==> config.mk <==
export PLATFORM = sky130hd
export DESIGN_NAME = receive_info_flags
export DESIGN_NICKNAME = d
export VERILOG_FILES = /design/src/shared/receive_info_pkg.sv /design/src/rtl/one_second_timer.sv /design/src/rtl/receive_info_flags.sv
export SDC_FILE = /design/constraint.sdc
export NUM_CORES = 1
export LEC_CHECK = 0
export ABC_CLOCK_PERIOD_IN_PS = 2960
export BUFFER_PORTS_ARGS = -buffer_cell sky130_fd_sc_hd__clkbuf_2
export CORE_MARGIN = 10
export CORE_UTILIZATION = 30
export CTS_BUF_LIST = sky130_fd_sc_hd__clkbuf_8 sky130_fd_sc_hd__clkbuf_16
export DETAILED_ROUTE_END_ITERATION = 10
export SLEW_MARGIN = 25
export SYNTH_ARGS = -nofsm -noshare
export SYNTH_HDL_FRONTEND = slang
export SYNTH_SLANG_ARGS = --single-unit
==> constraint.sdc <==
create_clock -name ref_clk -period 2.96 [get_ports ref_clk]
set_clock_uncertainty 0.15 [all_clocks]
set_input_delay 0.444 -clock ref_clk [delete_from_list [all_inputs] [get_ports ref_clk]]
set_output_delay 0.444 -clock ref_clk [all_outputs]
set_load 0.02 [all_outputs]
==> src/shared/receive_info_pkg.sv <==
// package: constants of the receive information register bank
// assumes: shared by the bank and its one-second timer
package receive_info_pkg;

  // ----------------------------------------------------------------
  // register port
  // ----------------------------------------------------------------
  localparam int unsigned ADDR_W          = 8;
  localparam int unsigned DATA_W          = 8;
  localparam logic [7:0]  EVENT_FLAGS_OFF = 8'h08;
  localparam logic [7:0]  LEVEL_LOOP_OFF  = 8'h09;
  localparam logic [7:0]  RESET_VALUE     = 8'h00;

  // ----------------------------------------------------------------
  // field positions
  // ----------------------------------------------------------------
  localparam int unsigned ZERO_RUN_POS    = 7;
  localparam int unsigned SIXTEEN_POS     = 6;
  localparam int unsigned CODE_WORD_POS   = 5;
  localparam int unsigned CL_CLEARED_POS  = 4;
  localparam int unsigned AO_CLEARED_POS  = 3;
  localparam int unsigned JB_TRIP_POS     = 2;
  localparam int unsigned LEVEL_LSB_POS   = 4;
  localparam int unsigned LOOPBACK_POS    = 1;
  localparam int unsigned SECOND_POS      = 0;
  localparam int unsigned NUM_EVENTS      = 6;

  // ----------------------------------------------------------------
  // line thresholds in bits, and the B8ZS code word mark and violation patterns
  // ----------------------------------------------------------------
  localparam logic [4:0] ZERO_RUN_E1      = 5'h04;
  localparam logic [4:0] ZERO_RUN_T1      = 5'h08;
  localparam logic [4:0] SIXTEEN_ZEROS    = 5'h10;
  localparam logic [7:0] CL_WINDOW_E1     = 8'hff;
  localparam logic [7:0] CL_WINDOW_T1     = 8'h70;
  localparam logic [5:0] CL_ONES_E1       = 6'h20;
  localparam logic [5:0] CL_ONES_T1       = 6'h0e;
  localparam logic [7:0] JB_MARGIN        = 8'h04;
  localparam logic [7:0] JB_DEPTH_SHORT   = 8'h20;
  localparam logic [7:0] JB_DEPTH_LONG    = 8'h80;
  localparam logic [7:0] B8ZS_MARKS       = 8'h1b;
  localparam logic [7:0] B8ZS_VIOLATIONS  = 8'h12;

  // ----------------------------------------------------------------
  // timing
  // ----------------------------------------------------------------
  localparam int unsigned E1_BITS_PER_SEC = 2048000;
  localparam int unsigned T1_BITS_PER_SEC = 1544000;
  localparam int unsigned SEC_CNT_W       = 21;
  localparam logic [2:0]  LOOP_SECONDS    = 3'h5;

  typedef enum logic {
    LOOP_IDLE,
    LOOP_ACTIVE
  } loop_state_t;

endpackage : receive_info_pkg

==> src/rtl/one_second_timer.sv <==
// file: one-second tick from the recovered receive bit rate
// assumes: rx_bit_en pulses once per received bit, synchronous to ref_clk
`timescale 1ns/100ps
`default_nettype none

module one_second_timer #(
  parameter int unsigned E1_COUNT = receive_info_pkg::E1_BITS_PER_SEC,
  parameter int unsigned T1_COUNT = receive_info_pkg::T1_BITS_PER_SEC
) (
  input  wire logic ref_clk,
  input  wire logic rst_n,
  input  wire logic rx_bit_en,
  input  wire logic t1_select,
  output logic      sec_tick
);
  import receive_info_pkg::*;

  // ----------------------------------------------------------------
  // bit counter
  // ----------------------------------------------------------------
  logic [SEC_CNT_W-1:0] cnt_reg;
  logic [SEC_CNT_W-1:0] cnt_next;
  logic [SEC_CNT_W-1:0] last_cnt;
  logic                 tick_reg;
  logic                 tick_next;

  always_comb begin
    last_cnt  = t1_select ? SEC_CNT_W'(T1_COUNT - 1) : SEC_CNT_W'(E1_COUNT - 1);
    cnt_next  = cnt_reg;
    tick_next = 1'b0;
    if (rx_bit_en) begin
      if (cnt_reg >= last_cnt) begin
        cnt_next  = '0;
        tick_next = 1'b1;
      end else begin
        cnt_next = cnt_reg + 1'b1;
      end
    end
  end

  always_ff @(posedge ref_clk) begin
    if (!rst_n) begin
      cnt_reg  <= '0;
      tick_reg <= 1'b0;
    end else begin
      cnt_reg  <= cnt_next;
      tick_reg <= tick_next;
    end
  end

  assign sec_tick = tick_reg;

endmodule // one_second_timer

`default_nettype wire

==> src/rtl/receive_info_flags.sv <==
// file: receive information register bank with its event detectors
// assumes: received bits arrive as bipolar marks with a bit enable;
//          alarms, level code and loop code detections come from
//          neighbouring blocks as levels synchronous to ref_clk
`timescale 1ns/100ps
`default_nettype none

module receive_info_flags #(
  parameter int unsigned E1_COUNT = receive_info_pkg::E1_BITS_PER_SEC,
  parameter int unsigned T1_COUNT = receive_info_pkg::T1_BITS_PER_SEC
) (
  input  wire logic                                ref_clk,
  input  wire logic                                rst_n,
  input  wire logic [receive_info_pkg::ADDR_W-1:0] addr,
  input  wire logic                                rd_strobe,
  output logic      [receive_info_pkg::DATA_W-1:0] rd_data,
  input  wire logic                                t1_select,
  input  wire logic                                rx_bit_en,
  input  wire logic                                rx_pos,
  input  wire logic                                rx_neg,
  input  wire logic                                carrier_loss_alarm,
  input  wire logic                                unframed_all_ones_alarm,
  input  wire logic [7:0]                          jitter_fifo_fill,
  input  wire logic                                jitter_fifo_long,
  input  wire logic [3:0]                          rx_level_code,
  input  wire logic                                auto_loopback_enable,
  input  wire logic                                loop_up_seen,
  input  wire logic                                loop_down_seen,
  output logic                                     remote_loopback_active
);
  import receive_info_pkg::*;

  // ----------------------------------------------------------------
  // received symbol history
  // ----------------------------------------------------------------
  logic       mark;
  logic       viol;
  logic       last_pol_reg;
  logic       last_pol_next;
  logic [7:0] mark_hist_reg;
  logic [7:0] mark_hist_next;
  logic [7:0] viol_hist_reg;
  logic [7:0] viol_hist_next;
  logic [4:0] zero_cnt_reg;
  logic [4:0] zero_cnt_next;
  logic       ao_prev_reg;
  logic       ao_prev_next;

  always_comb begin
    mark           = rx_pos | rx_neg;
    viol           = mark && (rx_pos == last_pol_reg) && mark_hist_reg != 8'h00;
    last_pol_next  = last_pol_reg;
    mark_hist_next = mark_hist_reg;
    viol_hist_next = viol_hist_reg;
    zero_cnt_next  = zero_cnt_reg;
    ao_prev_next   = unframed_all_ones_alarm;
    if (rx_bit_en) begin
      if (mark) begin
        last_pol_next = rx_pos;
      end
      mark_hist_next = {mark_hist_reg[6:0], mark};
      viol_hist_next = {viol_hist_reg[6:0], viol};
      if (mark) begin
        zero_cnt_next = 5'h00;
      end else if (zero_cnt_reg < SIXTEEN_ZEROS) begin
        zero_cnt_next = zero_cnt_reg + 5'h01;
      end
    end
  end

  always_ff @(posedge ref_clk) begin
    if (!rst_n) begin
      last_pol_reg  <= 1'b0;
      mark_hist_reg <= 8'h00;
      viol_hist_reg <= 8'h00;
      zero_cnt_reg  <= 5'h00;
      ao_prev_reg   <= 1'b0;
    end else begin
      last_pol_reg  <= last_pol_next;
      mark_hist_reg <= mark_hist_next;
      viol_hist_reg <= viol_hist_next;
      zero_cnt_reg  <= zero_cnt_next;
      ao_prev_reg   <= ao_prev_next;
    end
  end

  // ----------------------------------------------------------------
  // carrier loss clear window
  // ----------------------------------------------------------------
  logic       cl_run_reg;
  logic       cl_run_next;
  logic [7:0] cl_bits_reg;
  logic [7:0] cl_bits_next;
  logic [5:0] cl_ones_reg;
  logic [5:0] cl_ones_next;
  logic       cl_met;
  logic [7:0] cl_window;
  logic [5:0] cl_need;

  always_comb begin
    cl_window    = t1_select ? CL_WINDOW_T1 : CL_WINDOW_E1;
    cl_need      = t1_select ? CL_ONES_T1 : CL_ONES_E1;
    cl_run_next  = cl_run_reg;
    cl_bits_next = cl_bits_reg;
    cl_ones_next = cl_ones_reg;
    cl_met       = 1'b0;
    if (!carrier_loss_alarm) begin
      cl_run_next = 1'b0;
    end else if (rx_bit_en) begin
      if (!cl_run_reg) begin
        if (mark) begin
          cl_run_next  = 1'b1;
          cl_bits_next = 8'h01;
          cl_ones_next = 6'h01;
        end
      end else begin
        cl_bits_next = cl_bits_reg + 8'h01;
        cl_ones_next = cl_ones_reg + {5'h00, mark};
        if (cl_ones_next >= cl_need) begin
          cl_met      = 1'b1;
          cl_run_next = 1'b0;
        end else if (cl_bits_next >= cl_window) begin
          cl_run_next = 1'b0;
        end
      end
    end
  end

  always_ff @(posedge ref_clk) begin
    if (!rst_n) begin
      cl_run_reg  <= 1'b0;
      cl_bits_reg <= 8'h00;
      cl_ones_reg <= 6'h00;
    end else begin
      cl_run_reg  <= cl_run_next;
      cl_bits_reg <= cl_bits_next;
      cl_ones_reg <= cl_ones_next;
    end
  end

  // ----------------------------------------------------------------
  // event sources
  // ----------------------------------------------------------------
  logic                  sec_tick;
  logic [NUM_EVENTS-1:0] ev_set;
  logic [7:0]            jb_limit;
  logic                  hdb3_word;
  logic                  b8zs_word;

  one_second_timer #(
    .E1_COUNT (E1_COUNT),
    .T1_COUNT (T1_COUNT)
  ) u_sec (
    .ref_clk   (ref_clk),
    .rst_n     (rst_n),
    .rx_bit_en (rx_bit_en),
    .t1_select (t1_select),
    .sec_tick  (sec_tick)
  );

  always_comb begin
    jb_limit  = jitter_fifo_long ? JB_DEPTH_LONG : JB_DEPTH_SHORT;
    hdb3_word = rx_bit_en && viol && mark_hist_reg[1:0] == 2'b00;
    b8zs_word = rx_bit_en && {mark_hist_reg[6:0], mark} == B8ZS_MARKS
                && {viol_hist_reg[6:0], viol} == B8ZS_VIOLATIONS;
    ev_set    = '0;
    ev_set[ZERO_RUN_POS-2]   = rx_bit_en && !mark
                               && zero_cnt_next >= (t1_select ? ZERO_RUN_T1 : ZERO_RUN_E1);
    ev_set[SIXTEEN_POS-2]    = rx_bit_en && !mark && zero_cnt_next >= SIXTEEN_ZEROS;
    ev_set[CODE_WORD_POS-2]  = t1_select ? b8zs_word : hdb3_word;
    ev_set[CL_CLEARED_POS-2] = cl_met;
    ev_set[AO_CLEARED_POS-2] = ao_prev_reg && !unframed_all_ones_alarm;
    ev_set[JB_TRIP_POS-2]    = jitter_fifo_fill >= (jb_limit - JB_MARGIN)
                               || jitter_fifo_fill <= JB_MARGIN;
  end

  // ----------------------------------------------------------------
  // latched flags, read clears
  // ----------------------------------------------------------------
  logic                  rd_events;
  logic                  rd_level;
  logic [NUM_EVENTS-1:0] ev_reg;
  logic                  sec_reg;
  logic                  sec_next;

  assign rd_events = rd_strobe && addr == EVENT_FLAGS_OFF;
  assign rd_level  = rd_strobe && addr == LEVEL_LOOP_OFF;

  genvar gi;
  generate
    for (gi = 0; gi < NUM_EVENTS; gi++) begin : g_flag
      logic ev_next;
      always_comb begin
        ev_next = (ev_reg[gi] && !rd_events) || ev_set[gi];
      end
      always_ff @(posedge ref_clk) begin
        if (!rst_n) begin
          ev_reg[gi] <= 1'b0;
        end else begin
          ev_reg[gi] <= ev_next;
        end
      end
    end
  endgenerate

  always_comb begin
    sec_next = (sec_reg && !rd_level) || sec_tick;
  end

  always_ff @(posedge ref_clk) begin
    if (!rst_n) begin
      sec_reg <= 1'b0;
    end else begin
      sec_reg <= sec_next;
    end
  end

  // ----------------------------------------------------------------
  // automatic remote loopback
  // ----------------------------------------------------------------
  loop_state_t loop_reg;
  loop_state_t loop_next;
  logic [2:0]  loop_cnt_reg;
  logic [2:0]  loop_cnt_next;
  logic        code_seen;

  always_comb begin
    loop_next     = loop_reg;
    loop_cnt_next = loop_cnt_reg;
    code_seen     = (loop_reg == LOOP_IDLE) ? loop_up_seen : loop_down_seen;
    if (!auto_loopback_enable) begin
      loop_next     = LOOP_IDLE;
      loop_cnt_next = 3'h0;
    end else if (!code_seen) begin
      loop_cnt_next = 3'h0;
    end else if (sec_tick) begin
      if (loop_cnt_reg + 3'h1 >= LOOP_SECONDS) begin
        loop_cnt_next = 3'h0;
        case (loop_reg)
          LOOP_IDLE:   loop_next = LOOP_ACTIVE;
          LOOP_ACTIVE: loop_next = LOOP_IDLE;
          default:     loop_next = LOOP_IDLE;
        endcase
      end else begin
        loop_cnt_next = loop_cnt_reg + 3'h1;
      end
    end
  end

  always_ff @(posedge ref_clk) begin
    if (!rst_n) begin
      loop_reg     <= LOOP_IDLE;
      loop_cnt_reg <= 3'h0;
    end else begin
      loop_reg     <= loop_next;
      loop_cnt_reg <= loop_cnt_next;
    end
  end

  assign remote_loopback_active = loop_reg == LOOP_ACTIVE;

  // ----------------------------------------------------------------
  // read data
  // ----------------------------------------------------------------
  logic [DATA_W-1:0] rd_data_reg;
  logic [DATA_W-1:0] rd_data_next;

  always_comb begin
    rd_data_next = rd_data_reg;
    if (rd_events) begin
      rd_data_next = {ev_reg, 2'b00};
    end else if (rd_level) begin
      rd_data_next = RESET_VALUE;
      rd_data_next[LEVEL_LSB_POS +: 4] = rx_level_code;
      rd_data_next[LOOPBACK_POS]       = remote_loopback_active;
      rd_data_next[SECOND_POS]         = sec_reg;
    end else if (rd_strobe) begin
      rd_data_next = RESET_VALUE;
    end
  end

  always_ff @(posedge ref_clk) begin
    if (!rst_n) begin
      rd_data_reg <= RESET_VALUE;
    end else begin
      rd_data_reg <= rd_data_next;
    end
  end

  assign rd_data = rd_data_reg;

endmodule // receive_info_flags

`default_nettype wire

After elaboration in Yosys (flattened, before gate mapping)
Index checks and enable logic that the tools add are counted.
{ "totals": {"word_cells": 117, "register_bits": 78, "output_inout_bits": 9} }
{ "classes": {"bitwise_logic": 3, "eq_ne": 5, "n_reduce_logical": 44, "mux": 29, "add_sub_neg": 6, "n_lt_le_gt_ge": 9} }
{ "op_table": {"columns": ["cell", "count"], "rows": [
  ["two-way mux 8 bit", 7],
  ["adder 21 x 1 -> 21 bit, second input constant", 1],
  ["greater-or-equal comparator 21 bit", 1],
  ["two-way mux 21 bit", 1],
  ["two-way mux 20 bit", 1],
  ["logical AND 1 bit", 19],
  ["two-way mux 6 bit", 3],
  ["equality test 8 x 4 -> 1 bit, second input constant", 2],
  ["equality test 8 x 5 -> 1 bit, second input constant", 2],
  ["greater-or-equal comparator 8 bit", 2],
  ["two-way mux 5 bit", 3],
  ["two-way mux 1 bit", 11],
  ["AND reduction 3 bit", 3],
  ["adder 8 x 1 -> 8 bit, second input constant", 1],
  ["less-or-equal comparator 8 x 3 -> 1 bit, second input constant", 1],
  ["logical OR 1 bit", 8],
  ["AND reduction 2 bit", 4],
  ["nonzero test 8 bit", 1],
  ["subtractor 8 x 3 -> 8 bit, second input constant", 1],
  ["adder 6 x 1 -> 6 bit", 1],
  ["greater-or-equal comparator 6 bit", 1],
  ["adder 5 x 1 -> 5 bit, second input constant", 1],
  ["greater-or-equal comparator 5 x 4 -> 1 bit", 1],
  ["greater-or-equal comparator 5 bit, second input constant", 1],
  ["14 further kinds", 19]
]} }

Longest topological paths before layout
{ "logic_depth": {"word_depth": 8, "mapped_depth": 11} }

By module
Synthesis repeated with hierarchy kept, for this count alone.
{ "unflattened": {"hier_cells": 458, "hier_area_um2": 4095.2} }
{ "modules_own_cells": {"columns": ["mod", "seq_area_each_um2", "instances", "cells_each", "area_per_inst_um2"], "rows": [
  ["receive_info_flags", 1121.1, 1, 321, 2831.5],
  ["one_second_timer", 440.4, 1, 137, 1263.7]
]} }

Worst setup path after synthesis
Ideal clock, no wire load.
{ "synth_path": {"kind": "in2reg", "from": "input port rx_pos", "to": "register cl_run_reg", "path_slack_ns": 0.554, "path_buffers": 0, "arrival_ns": 2.164, "t_required_ns": 2.718, "setup_time_ns": 0.092, "path_stages": 10, "cell_sequence": "nor2_2 inv_1 ha_1 ha_1 xor2_1 ha_1 a21boi_0 o21ai_0 a31oi_1 o32ai_1"} }
{ "synth_via": {"elab_chain_cells": 5, "elab_cells_between_ends": 6, "classes_between": "add/sub: 1; order compare: 1; mux: 3; bitwise: 1"} }
{ "synth_rtl": {"columns": ["item", "line", "source"], "rows": [
  ["start: declaration", "receive_info_flags.sv:19", "input wire logic rx_pos,"],
  ["OR 1 bit (*)", "receive_info_flags.sv:50", "mark = rx_pos | rx_neg;"],
  ["net mark", "receive_info_flags.sv:36", "logic mark;"],
  ["adder 6 x 1 -> 6 bit", "receive_info_flags.sv:118", "cl_ones_next = cl_ones_reg + {5'h00, mark};"],
  ["greater-or-equal comparator 6 bit", "receive_info_flags.sv:119", "if (cl_ones_next >= cl_need) begin"],
  ["two-way mux 1 bit", "receive_info_flags.sv:119", null],
  ["two-way mux 1 bit (*)", "receive_info_flags.sv:110", "if (!cl_run_reg) begin"],
  ["end signal: assignment", "receive_info_flags.sv:135", "cl_run_reg <= cl_run_next;"],
  ["end: declaration", "receive_info_flags.sv:90", "logic cl_run_reg;"]
]} }
The timed path passes the listed nets; every way through them passes the cells marked *.
A chain may end at the register's enable or synchronous reset.

Final worst setup path
Same ends and word-level chain as after synthesis.

==> flow_summary.toml <==
[route]
viasPerCell = 4.969
drc = 0
antenna_left = 0
drt_iter0_drc = 172
totalWireLength_um = 9181
vias = 3344
first_pass_iters = 4
wl_per_cell_um = 13.64

[synthesis]
async_flop_share = 0
synthSimpleGateAreaFrac = 0.2515
yosysTopAreaCell = "dfxtp_1"
synthesis.nets = 509
synth_xor_area_frac = 0.06504
synthDistinctLibCells = 61
synth-edff-count = 0
synthTopCellsByCount = "78 x dfxtp_1, 74 x nor2_1, 31 x a21oi_1"
synth-compound-area-share = 0.1279
synth-seq-cells = 78
synth_cells = 450
synth_fa_ha_area_frac = 0.08052
synth_top_family_by_area = "simple AND/OR/NAND/NOR gates"
ys_seq_area_frac = 0.3865
synth.most_common_cell = "dfxtp_1"
synth_area_leaders = "dfxtp_1 39%, ha_1 8.1%, nor2_1 6.9%, mux2i_1 5.0%, xor2_1 4.1%"
syn_area_mm2 = 0.004040
synth_area_per_cell_um2 = 8.978
synth_top_area_share = 0.3865
synth_ff_type = "dfxtp_1"
synth_warnings = 0
synth_mux_area_frac = 0.05513

[global_routing]
grt.total_usage = 0.1015
grt_max_degree = 30
antenna_found_initial = 0
grt_first_pass_wirelength_um = 15550
grt_pass1_vias = 3306
grt-ovfl-total = 0

[cts]
post-cts-setup-buffers = 0
cts_max_level = 3
cts_buffers = 9
clkTransAtPathRegs_ps = 60
cts-hold-fix-buffers = 0
post_cts_resized = 0
cts_tree = "built"
clockBufferDepth = 2
cts-root-buf = "clkbuf_16"
insertion_delay_ps = 340
clkSinkCount = 78

[final_layout]
area_growth_syn_to_layout_pct = 17.44
largest_register_ffs = 21
drive_above_1_share = 0.1670
diodes = 0
ff_latch_area_mm2 = 0.001562
final_cells = 673
multi_input_area_mm2 = 0.002344
nFillCells = 1387
layout.nets = 551

[worst_hold_path]
hold_class = "in2reg"

[sta]
worstMarginPinSlew_ps = 635.3
grt_setup_unrepaired = "no"
setup_viol = 0
hold_viol_final = 0
finalCriticalPeriod_ps = 2326
slew_headroom = 0.5752
max_freq_ghz = 0.4300
fin_crit_sh = 0.7857
slew_viol_final = 0
tns_ps = 0

[worst_setup_path]
start_kind = "input pin"
critPathMaxFanout = 5
cp_slowest_cell = "o32ai_1"
critPathArrivalTime_ps = 2420
critPathCaptureType = "register"
cpPeakStageDelay_ps = 280
path_cells = "clkbuf_2 > nor2_2 > inv_1 > ha_1 > ha_1 > xor2_1 > ha_1 > a21boi_0 > o21ai_0 > a31oi_1 > o32ai_1"
crit_top_cell = "ha_1"
crit_required_ps = 3050
crit_type = "in2reg"

[floorplan]
initial_core_util = 0.3051
die_w_um = 136.0
ios = 42
die-area_mm2 = 0.01851
core-area_mm2 = 0.01324
die_h_um = 136.0
rows = 42

[placement]
dpl.cell_count = 657
hpwl_um = 6576
gp_congestion = 0.7613
port_buffers = 41

[power]
power.density_cell_area_mw_per_mm2 = 496.9
power.total_w = 0.002358
p_leak_nw = 1.917
vdd_ir_drop_max_mv = 0.2245

[flow_run]
maxCapViolations = 0

[outcome]
status = "completed"
==> critical path, delay by kind of cell <==
kind	cells	cell delay [ps]
compound gates	4	740
xor+xnor	1	160
fa+ha+maj	3	740
simple gates	1	120
buf+inv	2	210
==> layout by cell type (no fill, tap or decap), types with 15 or more instances in the layout <==
| cell | n |
|---|---|
| clkbuf_2 | 41 |
| xor2_1 | 19 |
| nand2_1 | 23 |
| dfxtp_1 | 78 |
| nor2_1 | 74 |
| a21oi_1 | 31 |
| o21ai_0 | 15 |
| ha_1 | 26 |
| mux2i_1 | 20 |
| nand3_1 | 15 |
==> layer usage <==
layer / global-route usage / up-vias / share of wire
li1: - / 1684 / -
met1: 0.1239 / 1597 / 0.47
met2: 0.1663 / 57 / 0.46
met3: 0.03321 / 6 / 0.061
met4: 0.03018 / 0 / 0.0076
met5: 0 / - / 0
==> cells by family after synthesis <==
logic type / Yosys count
muxes: 22
xor gates and xnor gates: 30
adders and majority gates: 26
AOI/OAI and AO/OA: 80
and+or+nand+nor: 185
buffers and inverters: 29
DFF: 78
==> path summary, 6_finish.rpt <==
kind                                               end            from  cells past startpoint  slack (ps)
worst min register to register          cl_ones_reg[0]  cl_ones_reg[0]                      2         300
worst min-delay path            remote_loopback_active  loop_down_seen                      2         170
worst max register to register              cl_run_reg  cl_ones_reg[0]                      8         780
worst max-delay path                        cl_run_reg          rx_pos                     11         630
==> final cells by class <==
class | instances | area share
Sequential cell | 78 | 0.3291
Inverter | 12 | 0.009494
Clock inverter | 7 | 0.01661
Multi-Input combinational cell | 343 | 0.4939
Clock buffer | 9 | 0.04747
Tap cell | 176 | 0.04641
Timing Repair Buffer | 48 | 0.05696
==> where the power goes <==
part	switching [W]	internal [W]	total, W
clock network	0.000455	0.000663	0.00112
logic	0.0000936	0.0000689	0.000162
registers	0.0000137	0.00106	0.00108
==> stage by stage <==
| stage | hold WS, ps | util | area [um^2] | setup slack (ps) |
|---|---|---|---|---|
| floorplan | 278.2 | - | 4040 | 554.2 |
| global placement | 292.9 | 0.3353 | 4441 | 375.5 |
| detailed placement | 299.5 | 0.3353 | 4441 | 326.5 |
| CTS | 152.7 | 0.3583 | 4745 | 650.6 |
| global route | 171.4 | 0.3583 | 4745 | 479.0 |
| finish | 168.8 | 0.3583 | 4745 | 634.3 |
Note: power is estimated with default switching activity, not from simulation.
